--- src/hdl/rfst_defs.svh ---
// register offsets, field positions, masks and reset values of the bank
`ifndef RFST_DEFS_SVH
`define RFST_DEFS_SVH

// access port widths
`define RFST_ADDR_W        7
`define RFST_DATA_W        8

// register offsets
`define RFST_ADR_CAP       7'h12
`define RFST_ADR_SYNTH     7'h13
`define RFST_ADR_DIVIDER   7'h1C
`define RFST_ADR_PUMP_OVR  7'h40
`define RFST_ADR_OSC_OVR   7'h41
`define RFST_ADR_LOOP_BW   7'h42
`define RFST_ADR_LOOP_BRK  7'h43
`define RFST_ADR_PUMP_STS  7'h44
`define RFST_ADR_DAC_STS   7'h45
`define RFST_ADR_OSC_STS   7'h46

// writable bit masks, reserved and unused bits store zero
`define RFST_MASK_CAP      8'hFF
`define RFST_MASK_SYNTH    8'h01
`define RFST_MASK_DIVIDER  8'hFC
`define RFST_MASK_PUMP_OVR 8'hFF
`define RFST_MASK_OSC_OVR  8'h3F
`define RFST_MASK_LOOP_BW  8'h3F
`define RFST_MASK_LOOP_BRK 8'h1F

// reset values
`define RFST_RST_CAP       8'h00
`define RFST_RST_SYNTH     8'h01
`define RFST_RST_DIVIDER   8'h00
`define RFST_RST_PUMP_OVR  8'h10
`define RFST_RST_OSC_OVR   8'h08
`define RFST_RST_LOOP_BW   8'h25
`define RFST_RST_LOOP_BRK  8'h04
`define RFST_RST_DATA      8'h00

// field positions
`define RFST_F_RX_MATCH    7:4
`define RFST_F_TX_MATCH    3:0
`define RFST_F_SYNTH_RST   0
`define RFST_F_SWING       7:6
`define RFST_F_CURRENT     5:4
`define RFST_F_IF_INPUT    3
`define RFST_F_IF_FRONT    2
`define RFST_F_TP_ONE      7
`define RFST_F_TP_TWO      6
`define RFST_F_PUMP_OVR_EN 5
`define RFST_F_PUMP_VALUE  4:0
`define RFST_F_PULSE_OFF   5
`define RFST_F_OSC_OVR_EN  4
`define RFST_F_OSC_VALUE   3:0
`define RFST_F_LOOP_BW     5:0
`define RFST_F_LOOP_OPEN   4
`define RFST_F_DAC_VALUE   3:0

// widths of the applied vectors
`define RFST_PUMP_W        5
`define RFST_DAC_W         4
`define RFST_OSC_W         4

`endif

--- src/hdl/rfst_pkg.sv ---
// state type of the synthesizer trim and test register bank
package rfst_pkg;

	typedef struct packed {
		logic [7:0] capacitor_tuning;
		logic [7:0] synth_control;
		logic [7:0] divider_trim;
		logic [7:0] pump_test_override;
		logic [7:0] oscillator_test_override;
		logic [7:0] loop_bandwidth_const;
		logic [7:0] loop_break_control;
		logic [7:0] rdata;
		logic       rvalid;
	} rfst_state_s;

endpackage

--- src/hdl/rfst_sel_if.sv ---
// override versus calibrated value selection bundle
`timescale 1ns/1ps
interface rfst_sel_if #(
	parameter int W = 4
);
	logic         override_en;
	logic [W-1:0] override_value;
	logic [W-1:0] calibrated;
	logic [W-1:0] applied;

	modport owner (
		output override_en,
		output override_value,
		output calibrated,
		input  applied
	);
	modport sel (
		input  override_en,
		input  override_value,
		input  calibrated,
		output applied
	);
endinterface

--- src/hdl/rfst_override_sel.sv ---
// registered selector between an override field and a calibrated value
`timescale 1ns/1ps
module rfst_override_sel #(
	parameter int W = 4
) (
	input  wire logic clk_sys_i,
	input  wire logic rst_n_i,
	rfst_sel_if.sel   sel_if
);
	typedef struct packed {
		logic [W-1:0] applied;
	} rfst_sel_state_s;

	rfst_sel_state_s state_r;
	rfst_sel_state_s state_nxt;

	// override wins while enabled, else the calibrated value passes
	always_comb begin
		state_nxt = state_r;
		if (sel_if.override_en) begin
			state_nxt.applied = sel_if.override_value;
		end else begin
			state_nxt.applied = sel_if.calibrated;
		end
	end

	// one flop stage so the applied value is glitch free
	always_ff @(posedge clk_sys_i or negedge rst_n_i) begin
		if (!rst_n_i) begin
			state_r <= '0;
		end else begin
			state_r <= state_nxt;
		end
	end

	assign sel_if.applied = state_r.applied;
endmodule

--- src/hdl/rfst_regs.sv ---
// configuration and test register bank of the synthesizer and trims
`timescale 1ns/1ps
`include "rfst_defs.svh"
module rfst_regs (
	input  wire logic                    clk_sys_i,
	input  wire logic                    rst_n_i,
	// register access from the serial configuration front end
	input  wire logic                    wr_en_i,
	input  wire logic                    rd_en_i,
	input  wire logic [`RFST_ADDR_W-1:0] addr_i,
	input  wire logic [`RFST_DATA_W-1:0] wdata_i,
	output logic      [`RFST_DATA_W-1:0] rdata_o,
	output logic                         rvalid_o,
	// calibrated values from the calibration engine
	input  wire logic [`RFST_PUMP_W-1:0] cal_pump_current_i,
	input  wire logic [`RFST_DAC_W-1:0]  cal_dac_i,
	input  wire logic [`RFST_OSC_W-1:0]  cal_osc_array_i,
	// phase detector pulses towards the charge pump
	input  wire logic                    pump_up_i,
	input  wire logic                    pump_dn_i,
	output logic                         pump_up_o,
	output logic                         pump_dn_o,
	// analog trims and routing
	output logic      [3:0]              rx_match_o,
	output logic      [3:0]              tx_match_o,
	output logic                         synth_reset_low_o,
	output logic      [1:0]              pre_swing_o,
	output logic      [1:0]              pre_current_o,
	output logic                         if_input_route_o,
	output logic                         if_front_route_o,
	output logic                         testpoint_one_sel_o,
	output logic                         testpoint_two_sel_o,
	output logic                         pump_output_pin_gnd_o,
	output logic      [5:0]              loop_bw_constant_o,
	output logic                         loop_open_o,
	output logic      [`RFST_PUMP_W-1:0] pump_current_applied_o,
	output logic      [`RFST_DAC_W-1:0]  cal_dac_applied_o,
	output logic      [`RFST_OSC_W-1:0]  osc_array_applied_o
);

	// register map, offset then the bits that hold state
	//   12h capacitor tuning     rx code [7:4], tx code [3:0]
	//   13h synth control        synthesizer reset low [0]
	//   1Ch divider trim         swing [7:6], current [5:4], routing [3:2]
	//   40h pump test override   test points [7:6], enable [5], value [4:0]
	//   41h oscillator override  pulse off [5], enable [4], value [3:0]
	//   42h loop bandwidth       constant [5:0]
	//   43h loop break control   loop open [4], dac value [3:0]
	//   44h pump current status  applied pump current [4:0], read only
	//   45h cal dac status       applied dac value [3:0], read only
	//   46h osc array status     applied array value [3:0], read only
	// every other offset reads zero and ignores writes

	rfst_pkg::rfst_state_s state_r;
	rfst_pkg::rfst_state_s state_nxt;

	logic [`RFST_DATA_W-1:0] read_mux;

	// the applied vectors lag their inputs by one flop; the trade is one
	// cycle of status latency against no combinational path from the
	// calibration engine through to the read port

	// selector bundles for the three applied vectors
	rfst_sel_if #(.W(`RFST_PUMP_W)) pump_if ();
	rfst_sel_if #(.W(`RFST_DAC_W))  dac_if ();
	rfst_sel_if #(.W(`RFST_OSC_W))  osc_if ();

	assign pump_if.override_en    =
		state_r.pump_test_override[`RFST_F_PUMP_OVR_EN];
	assign pump_if.override_value =
		state_r.pump_test_override[`RFST_F_PUMP_VALUE];
	assign pump_if.calibrated     = cal_pump_current_i;

	// dac override only while the loop is open
	assign dac_if.override_en    =
		state_r.loop_break_control[`RFST_F_LOOP_OPEN];
	assign dac_if.override_value =
		state_r.loop_break_control[`RFST_F_DAC_VALUE];
	assign dac_if.calibrated     = cal_dac_i;

	assign osc_if.override_en    =
		state_r.oscillator_test_override[`RFST_F_OSC_OVR_EN];
	assign osc_if.override_value =
		state_r.oscillator_test_override[`RFST_F_OSC_VALUE];
	assign osc_if.calibrated     = cal_osc_array_i;

	// override or calibrated selection, one flop each
	rfst_override_sel #(.W(`RFST_PUMP_W)) u_pump_sel (
		.clk_sys_i (clk_sys_i),
		.rst_n_i   (rst_n_i),
		.sel_if    (pump_if)
	);

	rfst_override_sel #(.W(`RFST_DAC_W)) u_dac_sel (
		.clk_sys_i (clk_sys_i),
		.rst_n_i   (rst_n_i),
		.sel_if    (dac_if)
	);

	rfst_override_sel #(.W(`RFST_OSC_W)) u_osc_sel (
		.clk_sys_i (clk_sys_i),
		.rst_n_i   (rst_n_i),
		.sel_if    (osc_if)
	);

	// read data selection; unmapped offsets answer zero
	// decoded from addr_i alone, the read strobe only gates the capture
	always_comb begin
		read_mux = `RFST_RST_DATA;
		unique case (addr_i)
			`RFST_ADR_CAP: begin
				read_mux = state_r.capacitor_tuning;
			end
			`RFST_ADR_SYNTH: begin
				read_mux = state_r.synth_control;
			end
			`RFST_ADR_DIVIDER: begin
				read_mux = state_r.divider_trim;
			end
			`RFST_ADR_PUMP_OVR: begin
				read_mux = state_r.pump_test_override;
			end
			`RFST_ADR_OSC_OVR: begin
				read_mux = state_r.oscillator_test_override;
			end
			`RFST_ADR_LOOP_BW: begin
				read_mux = state_r.loop_bandwidth_const;
			end
			`RFST_ADR_LOOP_BRK: begin
				read_mux = state_r.loop_break_control;
			end
			// applied pump current, upper bits zero
			`RFST_ADR_PUMP_STS: begin
				read_mux = `RFST_DATA_W'(pump_if.applied);
			end
			`RFST_ADR_DAC_STS: begin
				read_mux = `RFST_DATA_W'(dac_if.applied);
			end
			`RFST_ADR_OSC_STS: begin
				read_mux = `RFST_DATA_W'(osc_if.applied);
			end
			default: begin
				read_mux = `RFST_RST_DATA;
			end
		endcase
	end

	// access timing, a read and a write strobe may share a cycle:
	//   edge n   strobe, address and write data are taken
	//   n+1      written field visible, rvalid_o high with rdata_o
	//   n+2      applied vectors reflect a changed override
	// rdata_o holds until the next read strobe, so a slow serial
	// front end may fetch it at leisure; a read and a write to one
	// offset in the same cycle return the old contents

	// register writes and read capture
	always_comb begin
		state_nxt        = state_r;
		state_nxt.rvalid = rd_en_i;
		// read sees the value before a same-cycle write lands
		if (rd_en_i) begin
			state_nxt.rdata = read_mux;
		end
		// masks drop writes to reserved bits; status is read only
		if (wr_en_i) begin
			unique case (addr_i)
				`RFST_ADR_CAP: begin
					state_nxt.capacitor_tuning =
						wdata_i & `RFST_MASK_CAP;
				end
				`RFST_ADR_SYNTH: begin
					state_nxt.synth_control =
						wdata_i & `RFST_MASK_SYNTH;
				end
				`RFST_ADR_DIVIDER: begin
					state_nxt.divider_trim =
						wdata_i & `RFST_MASK_DIVIDER;
				end
				`RFST_ADR_PUMP_OVR: begin
					state_nxt.pump_test_override =
						wdata_i & `RFST_MASK_PUMP_OVR;
				end
				`RFST_ADR_OSC_OVR: begin
					state_nxt.oscillator_test_override =
						wdata_i & `RFST_MASK_OSC_OVR;
				end
				`RFST_ADR_LOOP_BW: begin
					state_nxt.loop_bandwidth_const =
						wdata_i & `RFST_MASK_LOOP_BW;
				end
				`RFST_ADR_LOOP_BRK: begin
					state_nxt.loop_break_control =
						wdata_i & `RFST_MASK_LOOP_BRK;
				end
				default: begin
					state_nxt.rvalid = state_nxt.rvalid;
				end
			endcase
		end
	end

	// state register with the power-on defaults; the applied vectors
	// reset to zero in the selectors and take the calibrated inputs
	// at the first edge after release
	always_ff @(posedge clk_sys_i or negedge rst_n_i) begin
		if (!rst_n_i) begin
			state_r.capacitor_tuning         <= `RFST_RST_CAP;
			state_r.synth_control            <= `RFST_RST_SYNTH;
			state_r.divider_trim             <= `RFST_RST_DIVIDER;
			state_r.pump_test_override       <= `RFST_RST_PUMP_OVR;
			state_r.oscillator_test_override <= `RFST_RST_OSC_OVR;
			state_r.loop_bandwidth_const     <= `RFST_RST_LOOP_BW;
			state_r.loop_break_control       <= `RFST_RST_LOOP_BRK;
			state_r.rdata                    <= `RFST_RST_DATA;
			state_r.rvalid                   <= 1'b0;
		end else begin
			state_r <= state_nxt;
		end
	end

	// register access answer
	// rvalid_o is a one-cycle pulse, rdata_o keeps the last answer
	assign rdata_o  = state_r.rdata;
	assign rvalid_o = state_r.rvalid;

	// codes step the matching arrays in fixed capacitor increments
	// matching capacitor codes
	assign rx_match_o = state_r.capacitor_tuning[`RFST_F_RX_MATCH];
	assign tx_match_o = state_r.capacitor_tuning[`RFST_F_TX_MATCH];

	// resets only the synthesizer, active low
	assign synth_reset_low_o = state_r.synth_control[`RFST_F_SYNTH_RST];

	// swing fractions assume current code 00
	assign pre_swing_o   = state_r.divider_trim[`RFST_F_SWING];
	assign pre_current_o = state_r.divider_trim[`RFST_F_CURRENT];

	// pin routing; both set is left to the analog side
	assign if_input_route_o = state_r.divider_trim[`RFST_F_IF_INPUT];
	assign if_front_route_o = state_r.divider_trim[`RFST_F_IF_FRONT];

	// test point selects, output grounded when neither set
	assign testpoint_one_sel_o =
		state_r.pump_test_override[`RFST_F_TP_ONE];
	assign testpoint_two_sel_o =
		state_r.pump_test_override[`RFST_F_TP_TWO];
	assign pump_output_pin_gnd_o =
		~(testpoint_one_sel_o | testpoint_two_sel_o);

	// limitation: a pulse already high when the disable bit is written
	// is cut only once the bit settles after that clock edge
	// pulse gating kept combinational to add no phase delay
	assign pump_up_o = pump_up_i &
		~state_r.oscillator_test_override[`RFST_F_PULSE_OFF];
	assign pump_dn_o = pump_dn_i &
		~state_r.oscillator_test_override[`RFST_F_PULSE_OFF];

	// software raises the constant for the faster data rates
	// bandwidth constant straight from its register
	assign loop_bw_constant_o =
		state_r.loop_bandwidth_const[`RFST_F_LOOP_BW];

	// the dac override only takes effect while this flag is high
	// loop open flag
	assign loop_open_o = state_r.loop_break_control[`RFST_F_LOOP_OPEN];

	// applied vectors, same flops as the status readback
	assign pump_current_applied_o = pump_if.applied;
	assign cal_dac_applied_o      = dac_if.applied;
	assign osc_array_applied_o    = osc_if.applied;

endmodule

--- config.mk ---
export PLATFORM = sky130hd
export DESIGN_NAME = rfst_regs
export DESIGN_NICKNAME = d
export VERILOG_FILES = /design/src/hdl/rfst_pkg.sv /design/src/hdl/rfst_sel_if.sv /design/src/hdl/rfst_override_sel.sv /design/src/hdl/rfst_regs.sv
export VERILOG_INCLUDE_DIRS = /design/src /design/src/hdl
export SDC_FILE = /design/constraint.sdc
export NUM_CORES = 1
export LEC_CHECK = 0
export BUFFER_PORTS_ARGS = -buffer_cell sky130_fd_sc_hd__buf_2
export CAP_MARGIN = 0
export CORE_MARGIN = 4
export CORE_UTILIZATION = 32
export DETAILED_ROUTE_END_ITERATION = 10
export PLACE_DENSITY = 0.57
export SETUP_SLACK_MARGIN = 0.1
export SLEW_MARGIN = 20
export SYNTH_ARGS = -nofsm -noshare
export SYNTH_HDL_FRONTEND = slang
export SYNTH_SLANG_ARGS = --single-unit
export TNS_END_PERCENT = 5
--- constraint.sdc ---
create_clock -name clk_sys_i -period 1.6 [get_ports clk_sys_i]
set_input_delay 0.08 -clock clk_sys_i [delete_from_list [all_inputs] [get_ports clk_sys_i]]
set_output_delay 0.08 -clock clk_sys_i [all_outputs]
set_load 0.005 [all_outputs]
Word-level counts from Yosys, hierarchy flattened
Cells that the tools add are included.

word-level totals
  register bits = 62
  input bits = 34
  output and inout bits = 49
  logic and storage cells = 38

cells by class
  equal/unequal tests = 10
  muxes and demuxes = 4
  bitwise logic cells = 5
  reduce and logical (&&, ||, !) cells = 7

operator list
  cell                number
  $pmux 8 s10         1
  $eq 7x7->1 const B  7
  $eq 7x5->1 const B  3
  $reduce_and 2->1    7
  $mux 4              2
  $mux 5              1
  $and 1x1->1         2
  $not 1->1           2
  $or 1x1->1          1

Longest topological paths before layout
  word-level depth = 2
  depth in mapped cells = 6
  gate-level depth less buffers = 4

Hierarchy
A second synthesis with hierarchy kept.

unflattened totals
  cell total of the unflattened synthesis = 246
  area, all modules = 3071.7 sq um

by module, submodules not included
  module                             times used  cells each  area each (sq um)  seq. area each (sq um)
  rfst_regs                          1           220         2600.0             1234.9
  rfst_override_sel (u_dac_sel ...)  2           8           145.1              100.1
  rfst_override_sel (u_pump_sel)     1           10          181.4              125.1

Least setup slack after synthesis
No wires, ideal clock.

  path type = input -> register
  start point = input addr_i[5]
  end point = register state_r, in the netlist osc_if.override_en
  setup time = 125 ps
  data arrival time = 1387 ps
  data required time = 1475 ps
  setup slack = 88 ps
  stages on the path = 5
  path buffers = 1
  path through = buf_4 or4b_4 nor3_4 nand3_4 mux2_2

on the way
  longest elaborated chain between the ends = 2

RTL lines
  element                     line              RTL
  from (decl)                 rfst_regs.sv:10   input wire logic [`RFST_ADDR_W-1:0] addr_i,
  $eq 7x7->1                  rfst_regs.sv:166  unique case (addr_i)
  $reduce_and 2->1 (no line)  -
  to (signal assigned)        rfst_regs.sv:217  state_r <= state_nxt;
  to (decl)                   rfst_regs.sv:54   rfst_pkg::rfst_state_s state_r;

No other way between the ends.
A chain may end at the register's enable or synchronous reset.

Final worst setup path
  start point = register state_r, in the netlist if_front_route_o
  end point = register state_r, in the netlist rdata_o[2]

on the way
  longest elaborated chain between the ends = 1

RTL lines
  element      line              RTL
  $pmux 8 s10  rfst_regs.sv:110  unique case (addr_i)

No other way between the ends.

==> flow_metrics.tcl <==
set metrics [dict create \
    io_buffers 82 \
    drive_gt1_frac 0.5313 \
    dp_hpwl_mm 6.623 \
    ys.flop_type "dfrtp_1" \
    wl_per_cell_um 17.53 \
    status "completed" \
    dr.pass1.iters 4 \
    fp.dieW_um 108.3 \
    cap_viol_max_count 0 \
    route.detailed.drc 0 \
    row_count 36 \
    path_class "reg2reg" \
    first_global_vias 2551 \
    cts-buffers-inserted 9 \
    ys_ff_latch 62 \
    grt_pass1_wl_mm 13.61 \
    postRouteAntennaNets 0 \
    clockBufferDepth 2 \
    ff2ff_path_depth 4 \
    grt_start_max_net_pins 63 \
    synth_seq_area_share 0.4845 \
    synth_edf_count 0 \
    rsz0062_at_grt "false" \
    cts_tree "yes" \
    fin_skew_ns 0.008238 \
    dp_cells 467 \
    dieArea_um2 11730 \
    overflow 0 \
    vias 2446 \
    critPathMaxFanout 3 \
    clk_latency_ns 0.35 \
    synth_top_area_frac 0.4274 \
    cts-root-buf "clkbuf_8" \
    final_cell_mix "buf_2 (82), mux2_2 (57), dfrtp_1 (55)" \
    start_util 0.3295 \
    stdcell_count 500 \
    yosysTopAreaCell "dfrtp_1" \
    yosys_warnings 0 \
    ys_async_sr_fraction 1.000 \
    core_um2 9774 \
    worstSetupEndpointType "flop" \
    antenna_found_initial 0 \
    gp_congestion 0.8987 \
    cp-startpoint "if_front_route_o" \
    irDropWorstVdd_mv 0.2804 \
    fin_nets 396 \
    die_h_um 108.3 \
    hp-class "in2reg" \
    tightestPinTransition_ns 0.4306 \
    track_usage 0.1543 \
    ys_types 52 \
    htreeDepth 3 \
    netlist_area_um2 3221 \
    hold_violations 0 \
    viasPerCell 4.892 \
    reg2reg_setup_slack_ns 0.28 \
    syn_to_final_growth_pct 27.39 \
    finalCriticalPeriod_ns 1.322 \
    final_common_cell "buf_2" \
    drtIter0Drc 147 \
    relSlewSlack 0.7122 \
    fin_setup_tns_ns 0 \
    dpl-instance-area_um2 3736 \
    p_leak_nw 1.984 \
    maxSlewViolCount 0 \
    finalSetupViolations 0 \
    syn_nets 300 \
    final_area_um2 4103 \
    synth_cells 266 \
    crit_path_end "rdata_o[2]" \
    clkSinkCount 62 \
    worstSetupStartpointType "flop" \
    cp.arrival_ns 1.54 \
    worstReg2RegEnd "rdata_o[2]" \
    period_share 0.8260 \
    pin_count 83 \
    rr_startpoint "if_front_route_o" \
    timing.fmax_ghz 0.7566 \
    crit_required_ns 1.82 \
    synth_area_per_cell_um2 12.11 \
    n_antenna_cell 0 \
    p_per_area_nw_per_um2 898.0 \
    wirelength_mm 8.767 \
    synthTopCellsByArea "dfrtp_1 (43%), mux2_2 (20%), buf_4 (6.3%)" \
    clk_pin_slew_ns 0.07 \
]
==> cell usage after synthesis (5+ instances only) <==
master    instances
mux2i_1           6
clkbuf_1          6
nand3_1           8
dfrtp_1          55
mux2_2           57
buf_4            27
nor2_1           14
nor3_1            5
dfstp_2           7
nand2_1           5
==> layer usage <==
metal | routed length [um] | GRT usage | up-vias
met5 | 0 | 0 | -
li1 | - | - | 1144
met3 | 608 | 0.03582 | 13
met1 | 3751 | 0.2043 | 1216
met2 | 4244 | 0.2451 | 73
met4 | 163 | 0.06041 | 0
==> flip-flops by register name, summed over array words and instances (netlist names), 5 cells and up <==
signal,flops
u_pump_sel.sel_if.applied,5
pump_if.override_value,5
rdata_o,8
loop_bw_constant_o,6
==> worst max-delay path, cell delays in order (launching register included) <==
cell      delay, ns
dfrtp_1        0.41
and4b_1        0.22
o211a_1        0.22
a311oi_1       0.25
a21oi_1        0.10
==> area by class of cell <==
cell class                      instances  area (um^2)
Inverter                                3        11.26
Multi-Input combinational cell        162         1389
Fill cell                             970         5672
Clock buffer                           12        165.2
Tap cell                              133        166.4
Sequential cell                        62         1560
Timing Repair Buffer                  124        780.7
Clock inverter                          4        30.03
==> how the worst min path moves through the flow <==
| stage | end | slack, ns | startpoint | cells after the start |
|---|---|---|---|---|
| CTS | dac_if.override_value[1] | 0.05 | wdata_i[1] | 2 |
| global placement | rx_match_o[3] | 0.12 | rst_n_i | 2 |
| floorplan | dac_if.override_value[0] | -0.22 | rst_n_i | 0 |
| detailed placement | pre_swing_o[1] | 0.12 | rst_n_i | 2 |
| finish | tx_match_o[1] | 0.06 | wdata_i[1] | 2 |
| global route | dac_if.override_value[1] | 0.06 | wdata_i[1] | 2 |
==> power breakdown <==
part | internal [mW] | leakage (nW) | total, mW | switching [mW]
Combinational | 0.303 | 1.11 | 0.552 | 0.249
Sequential | 1.71 | 0.788 | 1.81 | 0.103
Clock | 0.688 | 0.0869 | 1.32 | 0.635
Total | 2.70 | 1.98 | 3.68 | 0.987
==> cells by family after synthesis <==
kind of cell	Yosys count	synth area share
AO/OA/AOI/OAI	34	0.07926
buffers and inverters	42	0.08469
flip-flops	62	0.4845
multiplexers	63	0.2180
AND/OR/NAND/NOR	65	0.1336
==> metrics by stage <==
stage                     hold slack [ns]  setup slack (ns)    util  total power [mW]
after global routing              0.05905            0.1491  0.4197             3.858
after CTS                         0.04735            0.2675  0.4196             3.724
after global placement             0.1150           0.06152  0.3822             2.361
after floorplan                   -0.2156           0.08818       -             2.134
after detailed placement           0.1160           0.01857  0.3822             2.370
final                             0.06254            0.2783  0.4197             3.684
==> timing repair <==
action | 4_1_cts | 5_1_grt
endpoints found under the setup margin | 0 | 1
setup buffers | 0 | 0
hold buffers | 17 | 0
hold endpoints to repair | 75 | 0
gates resized for setup | 0 | 1
Power figures use the tool's default switching activity.
